**config.mk**
```make
export PLATFORM = sky130hd
export DESIGN_NAME = timer16_core
export DESIGN_NICKNAME = d
export VERILOG_FILES = /design/src/hdl/timer16_core.v /design/src/hdl/edge_sync.v
export VERILOG_INCLUDE_DIRS = /design/src /design/src/hdl
export SDC_FILE = /design/constraint.sdc
export NUM_CORES = 1
export LEC_CHECK = 0
export BUFFER_PORTS_ARGS = -buffer_cell sky130_fd_sc_hd__buf_2
export CORE_AREA = 2 2 195 197
export DETAILED_ROUTE_END_ITERATION = 10
export DIE_AREA = 0 0 197 199
export PLACE_DENSITY = 0.41
export SETUP_SLACK_MARGIN = 0.05
export SYNTH_ARGS = -nofsm -noshare
export SYNTH_HDL_FRONTEND = slang
export SYNTH_SLANG_ARGS = --single-unit
```
**constraint.sdc**
```tcl
create_clock -name pclk -period 3 [get_ports pclk]
set_clock_uncertainty 0.1 [all_clocks]
set_input_delay 0.15 -clock pclk [delete_from_list [all_inputs] [get_ports pclk]]
set_output_delay 0.15 -clock pclk [all_outputs]
set_load 0.02 [all_outputs]
```
**src/hdl/timer16_defs.vh**
```
// Purpose: shared constants for the 16-bit timer core
// Assumes: byte-wide registers, one per aligned APB word
// Notes:   offsets are byte addresses
`ifndef TIMER16_DEFS_VH
`define TIMER16_DEFS_VH
`define OFS_CTRL_A      12'h000
`define OFS_CTRL_B      12'h004
`define OFS_CTRL_C      12'h008
`define OFS_CNT_L       12'h00C
`define OFS_CNT_H       12'h010
`define OFS_CMPA_L      12'h014
`define OFS_CMPA_H      12'h018
`define OFS_CMPB_L      12'h01C
`define OFS_CMPB_H      12'h020
`define OFS_CAP_L       12'h024
`define OFS_CAP_H       12'h028
`define OFS_FLAG        12'h02C
`define OFS_MASK        12'h030
`define OFS_POWER       12'h034
// flag and mask bit positions
`define BIT_OVF         0
`define BIT_MATCH_A     1
`define BIT_MATCH_B     2
`define BIT_CAPTURE     3
// control_reg_b fields
`define CS_LSB          0
`define CS_MSB          2
`define WM_LSB          3
`define WM_MSB          4
`define BIT_CAP_EDGE    5
`define BIT_CAP_FILTER  6
`define BIT_CAP_SRC     7
// control_reg_c fields
`define BIT_FORCE_A     0
`define BIT_FORCE_B     1
// clock select codes
`define CS_OFF          3'h0
`define CS_DIV1         3'h1
`define CS_DIV8         3'h2
`define CS_DIV64        3'h3
`define CS_DIV256       3'h4
`define CS_DIV1024      3'h5
`define CS_EXT_FALL     3'h6
`define CS_EXT_RISE     3'h7
// ceiling modes
`define WM_FIX8         2'h0
`define WM_FIX9         2'h1
`define WM_FIX10        2'h2
`define WM_TOP_VAR      2'h3
`define CEIL_FIX8       16'h00FF
`define CEIL_FIX9       16'h01FF
`define CEIL_FIX10      16'h03FF
`define CNT_BOTTOM      16'h0000
`define CNT_MAX         16'hFFFF
`define PRESCALE_MAX    10'h3FF
`define FILTER_LEN      4
`define RESET_BYTE      8'h00
`define RESET_WORD      16'h0000
`define POWER_RESET     1'b1
`endif

```
**src/hdl/timer16_core.v**
```verilog
// Purpose: 16-bit timer/counter with byte-wise atomic access over APB
// Assumes: single clock pclk at 40 MHz, pins asynchronous
// Notes:   up-counting only; waveform pins toggle on match
// What this block does
// - ceiling is 0x00FF, 0x01FF, 0x03FF, compare A or capture, by mode
// - bottom is signalled when the counter wraps from the ceiling to zero
// - max is signalled when the counter steps from all ones back to zero
// - one shared 8-bit high-byte holding register for all 16-bit registers
// - low-byte write loads holding byte plus written byte at once
// - low-byte read of counter or capture copies its high byte to holding
// - compare reads return both bytes directly, holding untouched
// - counter is frozen when no clock source is selected
// - tick comes from prescaler or external pin with chosen edge
// - both compare registers are compared with the counter continuously
// - a compare match sets that channel's match flag
// - pin or comparator edge copies the counter into capture register
// - optional noise filter on the capture input
// - compare A as ceiling drives no waveform and stays double buffered
// - four flags in one flag register, each gated by a mask bit
// - timer works only while its power-off bit is zero
// - control registers A and B are plain byte read/write; C writes force toggles and reads as zero
// - software counter write beats count or clear in that cycle
// - capture flag sets in the same cycle as the capture copy
//
// Design decisions made here: the APB slave port and the register offsets.
`timescale 1ns/10ps
`include "timer16_defs.vh"
module timer16_core
(
  input  wire        pclk,
  input  wire        presetn,
  input  wire        ce,
  input  wire        psel,
  input  wire        penable,
  input  wire        pwrite,
  input  wire [11:0] paddr,
  input  wire [31:0] pwdata,
  output wire [31:0] prdata,
  output wire        pready,
  output wire        pslverr,
  input  wire        capture_input_pin,
  input  wire        comparator_out,
  input  wire        ext_count_pin,
  output reg         wave_out_a,
  output reg         wave_out_b,
  output wire        irq
);
  //==========================================================
  // registers
  reg  [7:0]  control_reg_a;
  reg  [7:0]  control_reg_b;
  reg  [7:0]  control_reg_c;
  reg  [15:0] count_value;
  reg  [15:0] compare_a_value;
  reg  [15:0] compare_b_value;
  reg  [15:0] compare_a_buf_r;
  reg  [15:0] compare_b_buf_r;
  reg  [15:0] capture_value;
  reg  [7:0]  hold_r;
  reg  [3:0]  irq_flag_reg;
  reg  [3:0]  irq_mask_reg;
  reg         timer_power_off_bit;
  reg  [9:0]  presc_r;
  reg  [3:0]  filt_r;
  reg         filt_lvl_r;
  reg         cap_prev_r;
  reg  [31:0] rdata_r;
  wire        wr;
  wire        rd;
  wire        run;
  wire [2:0]  clk_sel;
  wire [1:0]  wave_mode;
  wire        ext_rise;
  wire        ext_fall;
  wire        pin_lvl;
  wire        cap_raw;
  wire        cap_src;
  wire        cap_event;
  wire        cap_now;
  reg         tick;
  reg  [15:0] ceiling;
  reg  [7:0]  rbyte;
  wire        at_top;
  wire        match_a;
  wire        match_b;

  assign wr        = psel & penable & pwrite;
  // reads act at the setup edge, so the held high byte and the low byte come from one snapshot
  assign rd        = psel & ~penable & ~pwrite;
  assign pready    = 1'b1;
  assign pslverr   = 1'b0;
  assign prdata    = rdata_r;
  assign run       = ~timer_power_off_bit & ce;
  assign clk_sel   = control_reg_b[`CS_MSB:`CS_LSB];
  assign wave_mode = control_reg_b[`WM_MSB:`WM_LSB];
  assign irq       = |(irq_flag_reg & irq_mask_reg);

  //==========================================================
  // pin synchronisers
  edge_sync u_ext_sync
  (
    .pclk    (pclk),
    .presetn (presetn),
    .ce      (ce),
    .din     (ext_count_pin),
    .level   (),
    .rise    (ext_rise),
    .fall    (ext_fall)
  );

  edge_sync u_cap_sync
  (
    .pclk    (pclk),
    .presetn (presetn),
    .ce      (ce),
    .din     (capture_input_pin),
    .level   (pin_lvl),
    .rise    (),
    .fall    ()
  );

  edge_sync u_cmp_sync
  (
    .pclk    (pclk),
    .presetn (presetn),
    .ce      (ce),
    .din     (comparator_out),
    .level   (cap_raw),
    .rise    (),
    .fall    ()
  );

  //==========================================================
  // tick selection
  always @*
  begin
    case (clk_sel)
      `CS_OFF:      tick = 1'b0;
      `CS_DIV1:     tick = 1'b1;
      `CS_DIV8:     tick = (presc_r[2:0] == 3'h7);
      `CS_DIV64:    tick = (presc_r[5:0] == 6'h3F);
      `CS_DIV256:   tick = (presc_r[7:0] == 8'hFF);
      `CS_DIV1024:  tick = (presc_r == `PRESCALE_MAX);
      `CS_EXT_FALL: tick = ext_fall;
      `CS_EXT_RISE: tick = ext_rise;
      default:      tick = 1'b0;
    endcase
  end

  //==========================================================
  // ceiling and matches
  always @*
  begin
    case (wave_mode)
      `WM_FIX8:    ceiling = `CEIL_FIX8;
      `WM_FIX9:    ceiling = `CEIL_FIX9;
      `WM_FIX10:   ceiling = `CEIL_FIX10;
      `WM_TOP_VAR: ceiling = control_reg_b[`BIT_CAP_SRC] ? capture_value : compare_a_value;
      default:     ceiling = `CEIL_FIX8;
    endcase
  end

  assign at_top  = (count_value == ceiling);
  assign match_a = (count_value == compare_a_value);
  assign match_b = (count_value == compare_b_value);

  //==========================================================
  // capture filter: level must agree for FILTER_LEN samples
  assign cap_src   = control_reg_b[`BIT_CAP_SRC] ? cap_raw : pin_lvl;
  assign cap_now   = control_reg_b[`BIT_CAP_FILTER] ? filt_lvl_r : cap_src;
  assign cap_event = (cap_now != cap_prev_r) &
                     (cap_now == control_reg_b[`BIT_CAP_EDGE]);

  always @(posedge pclk or negedge presetn)
  begin
    if (!presetn)
    begin
      filt_r     <= 4'h0;
      filt_lvl_r <= 1'b0;
      cap_prev_r <= 1'b0;
      presc_r    <= 10'h000;
    end
    else if (run)
    begin
      filt_r     <= {filt_r[`FILTER_LEN-2:0], cap_src};
      if (&filt_r)
        filt_lvl_r <= 1'b1;
      else if (~|filt_r)
        filt_lvl_r <= 1'b0;
      cap_prev_r <= cap_now;
      presc_r    <= presc_r + 10'h001;
    end
  end

  //==========================================================
  // main register process
  always @(posedge pclk or negedge presetn)
  begin
    if (!presetn)
    begin
      control_reg_a       <= `RESET_BYTE;
      control_reg_b       <= `RESET_BYTE;
      control_reg_c       <= `RESET_BYTE;
      count_value         <= `RESET_WORD;
      compare_a_value     <= `RESET_WORD;
      compare_b_value     <= `RESET_WORD;
      compare_a_buf_r     <= `RESET_WORD;
      compare_b_buf_r     <= `RESET_WORD;
      capture_value       <= `RESET_WORD;
      hold_r              <= `RESET_BYTE;
      irq_flag_reg        <= 4'h0;
      irq_mask_reg        <= 4'h0;
      timer_power_off_bit <= `POWER_RESET;
      wave_out_a          <= 1'b0;
      wave_out_b          <= 1'b0;
    end
    else if (ce)
    begin
      control_reg_c <= `RESET_BYTE;
      // counting, frozen when powered off
      if (run && tick)
      begin
        if (at_top)
        begin
          count_value     <= `CNT_BOTTOM;
          // compare registers update at the top, avoiding glitches mid-period
          compare_a_value <= compare_a_buf_r;
          compare_b_value <= compare_b_buf_r;
        end
        else
          count_value <= count_value + 16'h0001;
      end
      // flags: hardware set wins over software clear
      if (wr && paddr == `OFS_FLAG)
        irq_flag_reg <= irq_flag_reg & ~pwdata[3:0];
      if (run && tick && (at_top || count_value == `CNT_MAX))
        irq_flag_reg[`BIT_OVF] <= 1'b1;
      // matches count only on a tick, so a stopped counter cannot re-set a cleared flag
      if (run && tick && match_a)
        irq_flag_reg[`BIT_MATCH_A] <= 1'b1;
      if (run && tick && match_b)
        irq_flag_reg[`BIT_MATCH_B] <= 1'b1;
      if (run && cap_event)
      begin
        capture_value                <= count_value;
        irq_flag_reg[`BIT_CAPTURE]   <= 1'b1;
      end
      // waveform toggles on a fresh match when the counter steps
      if (run && tick && match_a && wave_mode != `WM_TOP_VAR)
        wave_out_a <= ~wave_out_a;
      if (run && tick && match_b)
        wave_out_b <= ~wave_out_b;
      // bus writes
      if (wr)
      begin
        case (paddr)
          `OFS_CTRL_A: control_reg_a <= pwdata[7:0];
          `OFS_CTRL_B: control_reg_b <= pwdata[7:0];
          `OFS_CTRL_C:
          begin
            if (pwdata[`BIT_FORCE_A] && wave_mode != `WM_TOP_VAR)
              wave_out_a <= ~wave_out_a;
            if (pwdata[`BIT_FORCE_B])
              wave_out_b <= ~wave_out_b;
          end
          `OFS_CNT_H,
          `OFS_CMPA_H,
          `OFS_CMPB_H,
          `OFS_CAP_H:  hold_r <= pwdata[7:0];
          `OFS_CNT_L:  count_value <= {hold_r, pwdata[7:0]};
          `OFS_CMPA_L: compare_a_buf_r <= {hold_r, pwdata[7:0]};
          `OFS_CMPB_L: compare_b_buf_r <= {hold_r, pwdata[7:0]};
          `OFS_CAP_L:  capture_value <= {hold_r, pwdata[7:0]};
          `OFS_MASK:   irq_mask_reg <= pwdata[3:0];
          `OFS_POWER:  timer_power_off_bit <= pwdata[0];
          default:     hold_r <= hold_r;
        endcase
      end
      if (rd && paddr == `OFS_CNT_L)
        hold_r <= count_value[15:8];
      if (rd && paddr == `OFS_CAP_L)
        hold_r <= capture_value[15:8];
    end
  end

  //==========================================================
  // read data; compare reads bypass the holding byte
  always @*
  begin
    case (paddr)
      `OFS_CTRL_A: rbyte = control_reg_a;
      `OFS_CTRL_B: rbyte = control_reg_b;
      `OFS_CTRL_C: rbyte = `RESET_BYTE;
      `OFS_CNT_L:  rbyte = count_value[7:0];
      `OFS_CNT_H:  rbyte = hold_r;
      `OFS_CMPA_L: rbyte = compare_a_buf_r[7:0];
      `OFS_CMPA_H: rbyte = compare_a_buf_r[15:8];
      `OFS_CMPB_L: rbyte = compare_b_buf_r[7:0];
      `OFS_CMPB_H: rbyte = compare_b_buf_r[15:8];
      `OFS_CAP_L:  rbyte = capture_value[7:0];
      `OFS_CAP_H:  rbyte = hold_r;
      `OFS_FLAG:   rbyte = {4'h0, irq_flag_reg};
      `OFS_MASK:   rbyte = {4'h0, irq_mask_reg};
      `OFS_POWER:  rbyte = {7'h00, timer_power_off_bit};
      default:     rbyte = `RESET_BYTE;
    endcase
  end

  always @(posedge pclk or negedge presetn)
  begin
    if (!presetn)
      rdata_r <= 32'h0000_0000;
    else if (ce && psel && !penable && !pwrite)
      rdata_r <= {24'h00_0000, rbyte};
  end
endmodule // timer16_core

```
**src/hdl/edge_sync.v**
```verilog
// Purpose: two-flop synchroniser with previous-value stage for edge detection
// Assumes: async input, pclk domain
// Notes:   first flop feeds only the second
`timescale 1ns/10ps
module edge_sync
(
  input  wire pclk,
  input  wire presetn,
  input  wire ce,
  input  wire din,
  output wire level,
  output wire rise,
  output wire fall
);
  reg s1_r;
  reg s2_r;
  reg s3_r;

  always @(posedge pclk or negedge presetn)
  begin
    if (!presetn)
    begin
      s1_r <= 1'b0;
      s2_r <= 1'b0;
      s3_r <= 1'b0;
    end
    else if (ce)
    begin
      s1_r <= din;
      s2_r <= s1_r;
      s3_r <= s2_r;
    end
  end

  assign level = s2_r;
  assign rise  = s2_r & ~s3_r;
  assign fall  = ~s2_r & s3_r;
endmodule // edge_sync

```
==> results.yml, run 1 <==
sta:
  layout_min_cycle_time_ps: 2890
  timing.hold.ws_ps: 67.2
  worst_slack_ps: 113
  final-max-slew-violation-count: 0
  fmax_mhz: 346
  hold_violations: 0
  rsz0062_at_grt: "true"
  worstMarginPinSlew_ps: 807
  fin_crit_sh: 0.962
  slew_headroom: 0.462
  finalSetupViolCount: 0
global_routing:
  grt_usage: 0.175
  grt_pass1_vias: 7510
  grt_max_degree: 75
  grt_pass1_wl_um: 50100
  grt_overflow: 0
  antenna_found_initial: 2
setup_path:
  worstSetupStartpointType: "flip-flop"
  cp_common_cell: "buf_12"
  worstPathArrival_ps: 3100
  crit_path_cell_trace: "buf_12 > mux2i_2 > a21o_1 > nand4_1 > or4_4 > nor4_4 > buf_4 > buf_12 > mux2_2"
  path_class: "flip-flop to flip-flop"
  slowest_stage: "or4_4"
  critPathRequiredTime_ps: 3210
  cp_num_buf_inv: 3
  crit_path_end_kind: "flip-flop"
  crit_fanout: 16
  cp_top_family: "simple AND/OR/NAND/NOR gates"
  critical-path-max-stage-delay_ps: 520
synthesis:
  yosysWarnings: 0
  yosysMostFrequentCell: "dfrtp_1"
  synthAdderAreaFrac: 0.00409
  synth.avg_cell_area_um2: 10.2
  synth_xor_area_frac: 0.0430
  synth_common_cells: "dfrtp_1, mux2_2, nand2_1"
  synth.area.top_cells: "dfrtp_1, mux2_2, mux2i_1"
  synth.largest_area_cell: "dfrtp_1"
  syn_area_um2: 9170
  synth_compound_area_frac: 0.135
  synth-main-ff-cell: "dfrtp_1"
  ys_seq_elements: 162
  netlist_instances: 895
  synth_top_area_share: 0.439
  ys_types: 66
  seq_area_frac_synth: 0.442
  synth_top_family_by_area: "multiplexers"
  synth_edf_count: 0
  synthArstFlopShare: 1.00
  synth-simple-area-share: 0.147
  muxShareOfSynthArea: 0.175
clocking:
  htree_levels: 4
  root_buffer: "clkbuf_16"
  clock_path_buffers: 2
  cts.sinks: 162
  clock_latency_ps: 430
  cts_tree: "built"
  cts_buffers: 17
  clk_pin_slew_ps: 70
finish:
  fin_cells: 1480
  final_nets: 1048
  syn2layout_area_growth_pct: 21.7
  drive_gt1_frac: 0.297
  post-route-util: 0.300
outcome:
  status: "finished clean"
power_and_ir_drop:
  vdd_ir_drop_max_mv: 0.303
  power_mw: 5.26
  power.density_nw_per_um2: 471
  p_leak_nw: 4.91
floorplanning:
  coreArea_um2: 37100
  die_area_um2: 39200
  die_h_um: 199
  io_pins: 90
  initial_core_util: 0.247
  rows: 71
  die_w_um: 197
place:
  dp_cells: 1439
  port_buffers: 39
  hpwl_um: 24800
  pre_cts_ws_ps: -139
  gp_congestion: 0.836
worst_hold_path:
  hold_path.class: "input port to flip-flop"
detailed_routing:
  ant_nets: 0
  firstDrtPassIters: 5
  drc_errors: 0
  wl_um: 33900
  dr_total_vias: 7532
  post_drt_via_cell_ratio: 5.09
  wire_per_inst_um: 22.9
  drt_iter0_markers: 598
run:
  cap_viol_max_count: 0
[logic make-up after synthesis]
| family | after synthesis |
|---|---|
| xor gates and xnor gates | 45 |
| other | 2 |
| muxes | 140 |
| adders and majority gates | 3 |
| DFF | 162 |
| buffers and inverters | 95 |
| and+or+nand+nor | 261 |
| AOI/OAI and AO/OA | 187 |
[area by class of cell]
class,instances,area (µm²)
Fill cell,3914,26000
Sequential cell,162,4060
Inverter,11,41.3
Tap cell,474,593
Clock buffer,19,453
Antenna cell,1,2.50
Clock inverter,13,163
Multi-Input combinational cell,662,4820
Timing Repair Buffer,138,1020
[report_power, final]
group          internal (mW)  total, mW  switching, mW  leakage, nW
sequential              2.31       2.45          0.143         2.11
clock                   1.31       2.33           1.02        0.301
combinational          0.172      0.477          0.305         2.51
total                   3.79       5.26           1.47         4.91
[through the flow]
step,instance area [µm²],setup TNS (ps)
6_report,11200,0
5_1_grt,11200,-151
4_1_cts,11100,0
3_5_place_dp,10400,-3320
3_3_place_gp,10400,-1340
2_1_floorplan,9290,-2160
[worst register-to-register path, delay by kind of cell (launching register included)]
family          cells  cell delay [ps]
mux                 2              590
simple gates        3              920
buf+inv             3              530
flops               1              470
compound gates      1              160
[layout by cell type (no fill, tap or decap), drive strengths merged, types with 5 or more instances in the layout]
master  Yosys  final
a221oi      6      6
or4         6      6
a31oi       7      7
inv        11     18
o21ai      28     28
nor4       25     25
or3         8      8
buf        38    134
nand4      19     19
mux2i      35     35
xnor2      11     11
a21oi      49     49
conb        2     26
o22ai      21     21
clkbuf     46     19
and2        5      5
a22oi      14     14
and3        8      8
a21o       13     13
mux2      105    105
nand3      32     32
nor2       55     55
nor3       16     16
o31ai       9      9
xor2       34     34
nand2      63     63
dfrtp     161    161
[timing repair]
| item | 4_1_cts | 5_1_grt |
|---|---|---|
| endpoints found under the setup margin | 35 | 46 |
| pin swaps | 1 | 2 |
| buffers inserted | 2 | 1 |
| hold endpoints to repair | 75 | 0 |
| hold buffers | 4 | 0 |
| cloned | 1 | 0 |
| gates resized for setup | 10 | 10 |
[layer usage]
metal / part of all wire / track usage / vias to the layer above
met5: 0 / 0 / -
met4: 0.031 / 0.0660 / 0
met3: 0.047 / 0.0251 / 45
met2: 0.46 / 0.279 / 253
met1: 0.47 / 0.242 / 3773
li1: - / - / 3461
[path summary, 6_finish.rpt]
check	to	from	slack (ps)	cells after the start
max	compare_b_value[2]$_DFFE_PN0P_	control_reg_b[7]$_DFFE_PN0P_	110	9
min	control_reg_b[2]$_DFFE_PN0P_	pwdata[2]	70	3
max reg2reg	compare_b_value[2]$_DFFE_PN0P_	control_reg_b[7]$_DFFE_PN0P_	110	9
min reg2reg	wave_out_b$_DFFE_PN0P_	wave_out_b$_DFFE_PN0P_	370	1
max in group asynchronous	compare_a_value[14]$_DFFE_PN0P_	presetn	1770	3
min in group asynchronous	prdata[2]$_DFFE_PN0P_	presetn	240	2
Note: power is estimated with default switching activity, not from simulation.
==> run 2, diff against run 1 <==
--- a/config.mk
+++ b/config.mk
@@ -7,10 +7,10 @@
 export NUM_CORES = 1
 export LEC_CHECK = 0
 export BUFFER_PORTS_ARGS = -buffer_cell sky130_fd_sc_hd__buf_2
-export CORE_AREA = 2 2 195 197
+export CORE_AREA = 2 2 114 171
 export DETAILED_ROUTE_END_ITERATION = 10
-export DIE_AREA = 0 0 197 199
-export PLACE_DENSITY = 0.41
+export DIE_AREA = 0 0 116 173
+export PLACE_DENSITY = 0.71
 export SETUP_SLACK_MARGIN = 0.05
 export SYNTH_ARGS = -nofsm -noshare
 export SYNTH_HDL_FRONTEND = slang
==> run 2 against run 1 <==
Against the previous run: the run now ends with negative setup slack left; highest routed layer unchanged; critical endpoint is now compare_a_value[10]$_DFFE_PN0P_; critical path depth is the same; sequential share of layout area grew 0.99 points; final cell count shrank 16%.
==> results.yml, run 2 (synthesis results as in run 1) <==
floorplanning:
  coreArea_um2: 18500
  die_area_um2: 20100
  die_h_um: 173
  die_w_um: 116
  rows: 61
  initial_core_util: 0.496
  io_pins: 90
detailed_routing:
  drc_errors: 0
  wire_per_inst_um: 23.9
  wl_um: 29800
  firstDrtPassIters: 5
  dr_total_vias: 7796
  post_drt_via_cell_ratio: 6.25
  drt_iter0_markers: 632
  ant_nets: 0
setup_path:
  cp_num_buf_inv: 3
  slowest_stage: "or4_4"
  crit_fanout: 8
  r2r_start: "control_reg_b[4]$_DFFE_PN0P_"
  worstSetupStartpointType: "flip-flop"
  r2r_end: "compare_a_value[10]$_DFFE_PN0P_"
  crit_path_end_kind: "flip-flop"
  critPathRequiredTime_ps: 3230
  cp_common_cell: "or4_4"
  crit_path_cell_trace: "and2_2 > and3_1 > or4_4 > or4_4 > nor4_4 > buf_6 > buf_8 > clkbuf_16 > mux2_4"
  r2r_slack_ps: -60
  cp_top_family: "simple AND/OR/NAND/NOR gates"
  worstPathArrival_ps: 3280
  r2r_cells: 9
  path_class: "flip-flop to flip-flop"
  critical-path-max-stage-delay_ps: 510
finish:
  final_cell_mix: "dfrtp_1, buf_4, mux2_2"
  syn2layout_area_growth_pct: 18.4
  final_common_cell: "dfrtp_1"
  final_nets: 1039
  fin_cells: 1248
  antenna_cells: 0
  fin_area_um2: 10900
  drive_gt1_frac: 0.286
sta:
  fin_crit_sh: 1.02
  worst_slack_ps: -55.0
  slew_headroom: 0.309
  rsz0062_at_grt: "true"
  timing.hold.ws_ps: 48.7
  hold_violations: 0
  fmax_mhz: 327
  layout_min_cycle_time_ps: 3060
  finalSetupViolCount: 29
  worstMarginPinSlew_ps: 1040
  final-max-slew-violation-count: 0
outcome:
  status: "finished with violations"
  violations: "negative setup slack"
place:
  dp_cells: 1203
  hpwl_um: 21600
  port_buffers: 39
  postPlaceCellArea_um2: 9980
  gp_congestion: 1.00
global_routing:
  grt_pass1_wl_um: 45400
  grt_usage: 0.306
  antenna_found_initial: 0
  grt_overflow: 0
  grt_pass1_vias: 7690
  grt_max_degree: 73
clocking:
  clock_latency_ps: 450
  cts.sinks: 162
  htree_levels: 4
  cts_buffers: 17
  root_buffer: "clkbuf_16"
  cts_tree: "built"
  clock_path_buffers: 2
  clk_pin_slew_ps: 70
power_and_ir_drop:
  p_leak_nw: 4.88
  power.density_nw_per_um2: 472
  vdd_ir_drop_max_mv: 0.468
worst_hold_path:
  min_from: "pwdata[2]"
  hold_path_end: "control_reg_b[2]$_DFFE_PN0P_"
  whs_path_depth: 3
  hold_path.class: "input port to flip-flop"
run:
  cap_viol_max_count: 0
## run 2: cell types whose count changed in the layout (fill, tap and decap cells not counted), moves of 3 or more
cell       delta
mux2_4        +6
inv_8         -3
mux2_2        -6
buf_4        -15
clkbuf_16     +3
clkinv_2      +3
## run 2: final cells by class
class | count | area [µm²]
timing repair buffer | 129 | 1010
fill | 1620 | 7610
tap | 252 | 315
multi-input combinational | 662 | 4840
clock buffer | 21 | 470
inverter | 11 | 41.3
clock inverter | 11 | 126
sequential | 162 | 4060
## run 2: how the worst max path moves through the flow
stage / from / end / slack, ps / depth (start not counted)
after global routing: control_reg_b[7]$_DFFE_PN0P_ / compare_a_value[10]$_DFFE_PN0P_ / -100 / 9
after detailed placement: control_reg_b[7]$_DFFE_PN0P_ / compare_b_value[4]$_DFFE_PN0P_ / -120 / 8
after global placement: control_reg_b[7]$_DFFE_PN0P_ / compare_b_value[4]$_DFFE_PN0P_ / -70 / 8
final: control_reg_b[4]$_DFFE_PN0P_ / compare_a_value[10]$_DFFE_PN0P_ / -60 / 9
after CTS: control_reg_b[7]$_DFFE_PN0P_ / compare_b_value[4]$_DFFE_PN0P_ / 60 / 9
after floorplan: control_reg_b[7]$_DFFE_PN0P_ / compare_a_value[0]$_DFFE_PN0P_ / -90 / 8
## run 2: stage by stage
step / setup TNS (ps) / setup WS (ps) / power (mW) / util
after global routing: -2390 / -104 / 5.29 / 0.588
after CTS: 0 / 56.1 / 5.12 / 0.579
after floorplan: -2160 / -86.1 / 2.73 / -
final: -755 / -55.0 / 5.12 / 0.588
after global placement: -1100 / -70.0 / 2.91 / 0.540
after detailed placement: -2710 / -120 / 2.92 / 0.540
## run 2: per-layer routing
metal | up-vias | track usage | routed length (µm)
li1 | 3446 | - | -
met1 | 3798 | 0.370 | 10800
met2 | 428 | 0.502 | 14800
met3 | 124 | 0.0445 | 1960
met4 | 0 | 0.196 | 2180
met5 | - | 0 | 0
## run 2: worst min-delay path, cell delays in order
cell and delay (ps):
buf_2 220, nand2_1 90, o21ai_0 80
## run 2: report_power, final
part / switching (mW) / internal (mW)
combinational: 0.291 / 0.166
sequential: 0.134 / 2.31
clock: 0.922 / 1.29
## run 2: what timing repair did
| item | in CTS | in global routing |
|---|---|---|
| endpoints found under the setup margin | 34 | 41 |
| setup buffers | 2 | 3 |
| hold endpoints to repair | 57 | 0 |
| gates cloned | 1 | 3 |
| hold buffers | 5 | 0 |
| pin swaps | 1 | 4 |
| resized for setup | 7 | 20 |
==> run 3, diff against run 2 <==
--- a/config.mk
+++ b/config.mk
@@ -11,6 +11,7 @@
 export DETAILED_ROUTE_END_ITERATION = 10
 export DIE_AREA = 0 0 116 173
 export PLACE_DENSITY = 0.71
+export RECOVER_POWER = 50
 export SETUP_SLACK_MARGIN = 0.05
 export SYNTH_ARGS = -nofsm -noshare
 export SYNTH_HDL_FRONTEND = slang
==> run 3 against run 2 <==
Against the previous run: die area is the same; clock power is essentially flat; core utilization shrank 0.20 points; combinational power is essentially flat; worst hold slack gained 9.5 ps; clock-buffer cell count is the same; maximum frequency is essentially flat; the flow still finishes with violations (negative setup slack); final cell count is the same; first-iteration DRC count shrank 1.4%; global-route usage is the same; setup slack gained 2.4 ps.
==> results.yml, run 3 (synthesis results as in run 1) <==
power_and_ir_drop:
  switching_share: 0.263
  power_frac_clock: 0.433
  p_leak_nw: 4.83
  comb_power_share: 0.089
  power.density_nw_per_um2: 473
  p_sw_mw: 1.35
  internal_power_mw: 3.77
  vdd_ir_drop_max_mv: 0.469
  seq_power_share: 0.478
finish:
  drive_gt1_frac: 0.274
  syn2layout_area_growth_pct: 18.0
  antenna_cells: 0
  final_common_cell: "dfrtp_1"
  final_nets: 1039
  final_cell_mix: "dfrtp_1, mux2_2, buf_4"
worst_hold_path:
  hold_path.class: "input port to flip-flop"
floorplanning:
  die_area_um2: 20100
  coreArea_um2: 18500
  io_pins: 90
  rows: 61
  die_w_um: 116
  die_h_um: 173
  initial_core_util: 0.496
sta:
  rsz0062_at_grt: "true"
  fin_crit_sh: 1.02
  fmax_mhz: 328
  finalSetupViolCount: 30
  slew_headroom: 0.149
  hold_violations: 0
  final-max-slew-violation-count: 0
  worst_slack_ps: -52.6
  worstMarginPinSlew_ps: 1280
  timing.hold.ws_ps: 58.2
  layout_min_cycle_time_ps: 3050
place:
  port_buffers: 39
  pre_cts_ws_ps: -120
  gp_congestion: 1.00
  hpwl_um: 21600
clocking:
  clock_path_buffers: 2
  htree_levels: 4
  clock_latency_ps: 450
  clk_pin_slew_ps: 70
  cts_buffers: 17
  cts.sinks: 162
  cts_tree: "built"
  root_buffer: "clkbuf_16"
setup_path:
  worstSetupStartpointType: "flip-flop"
  path_class: "flip-flop to flip-flop"
  worstPathArrival_ps: 3280
  critPathRequiredTime_ps: 3230
  crit_path_end_kind: "flip-flop"
  crit_fanout: 8
detailed_routing:
  drc_errors: 0
  post_drt_via_cell_ratio: 6.26
  wl_um: 29900
  drt_iter0_markers: 623
  dr_total_vias: 7816
  firstDrtPassIters: 5
  ant_nets: 0
  wire_per_inst_um: 24.0
outcome:
  violations: "negative setup slack"
  status: "finished with violations"
global_routing:
  grt_usage: 0.306
  grt_overflow: 0
  grt_pass1_vias: 7690
  antenna_found_initial: 0
  grt_pass1_wl_um: 45400
  grt_max_degree: 73
run:
  cap_viol_max_count: 0
[run 3: changes by cell type in the layout (fill, tap and decap cells not counted), moves of 2 or more]
cell and change:
buf_2 -10, clkbuf_1 +11, clkbuf_2 +2, buf_4 -2
[run 3: timing repair]
| item | 4_1_cts | 5_1_grt |
|---|---|---|
| endpoints found under the setup margin | 34 | 41 |
| setup buffers | 2 | 3 |
| gates cloned | 1 | 3 |
| pin swaps | 1 | 4 |
| hold buffers | 5 | 0 |
| hold endpoints to repair | 57 | 0 |
| resized for setup | 7 | 20 |
[run 3: final cells by class]
class | count | area (µm²)
Fill cell | 1626 | 7650
Multi-Input combinational cell | 662 | 4840
Sequential cell | 162 | 4060
Timing Repair Buffer | 129 | 973
Clock buffer | 21 | 470
Tap cell | 252 | 315
Clock inverter | 11 | 126
Inverter | 11 | 41.3
[run 3: worst max-delay path, stage by stage (launching register included)]
cell and delay, ps:
dfrtp_1 380, and2_2 240, and3_1 190, or4_4 510
or4_4 450, nor4_4 280, buf_6 160, buf_8 130
clkbuf_16 170, mux2_4 300
[run 3: worst paths after layout]
path / startpoint / to / slack (ps) / depth (start not counted)
setup / recovery: control_reg_b[4]$_DFFE_PN0P_ / compare_a_value[10]$_DFFE_PN0P_ / -50 / 9
setup reg to reg: control_reg_b[4]$_DFFE_PN0P_ / compare_a_value[10]$_DFFE_PN0P_ / -50 / 9
max in group asynchronous: presetn / control_reg_b[7]$_DFFE_PN0P_ / 570 / 3
min in group asynchronous: presetn / prdata[6]$_DFFE_PN0P_ / 410 / 2
hold / removal: pwdata[2] / control_reg_b[2]$_DFFE_PN0P_ / 60 / 3
hold reg to reg: wave_out_a$_DFFE_PN0P_ / wave_out_a$_DFFE_PN0P_ / 370 / 1
[run 3: stage by stage]
stage	power [mW]	std cells	instance area (µm²)	TNS (ps)	util
finish	5.12	1248	10800	-704	0.586
CTS	5.12	1243	10700	0	0.579
global route	5.29	1248	10800	-2390	0.586
floorplan	2.73	919	9290	-2160	-
detailed placement	2.92	1203	9980	-2710	0.540
global placement	2.91	1203	9980	-1100	0.540
[run 3: layer usage]
metal / part of all wire / track usage
met4: 0.077 / 0.196
met3: 0.061 / 0.0445
met2: 0.49 / 0.502
met1: 0.37 / 0.370
met5: 0 / 0
[run 3: power by group through the flow]
stage	registers (mW)	logic, mW	clock network [mW]
floorplan	2.44	0.296	0
global placement	2.48	0.430	0
detailed placement	2.48	0.443	0
CTS	2.44	0.453	2.23
global route	2.46	0.502	2.33
finish	2.45	0.455	2.21
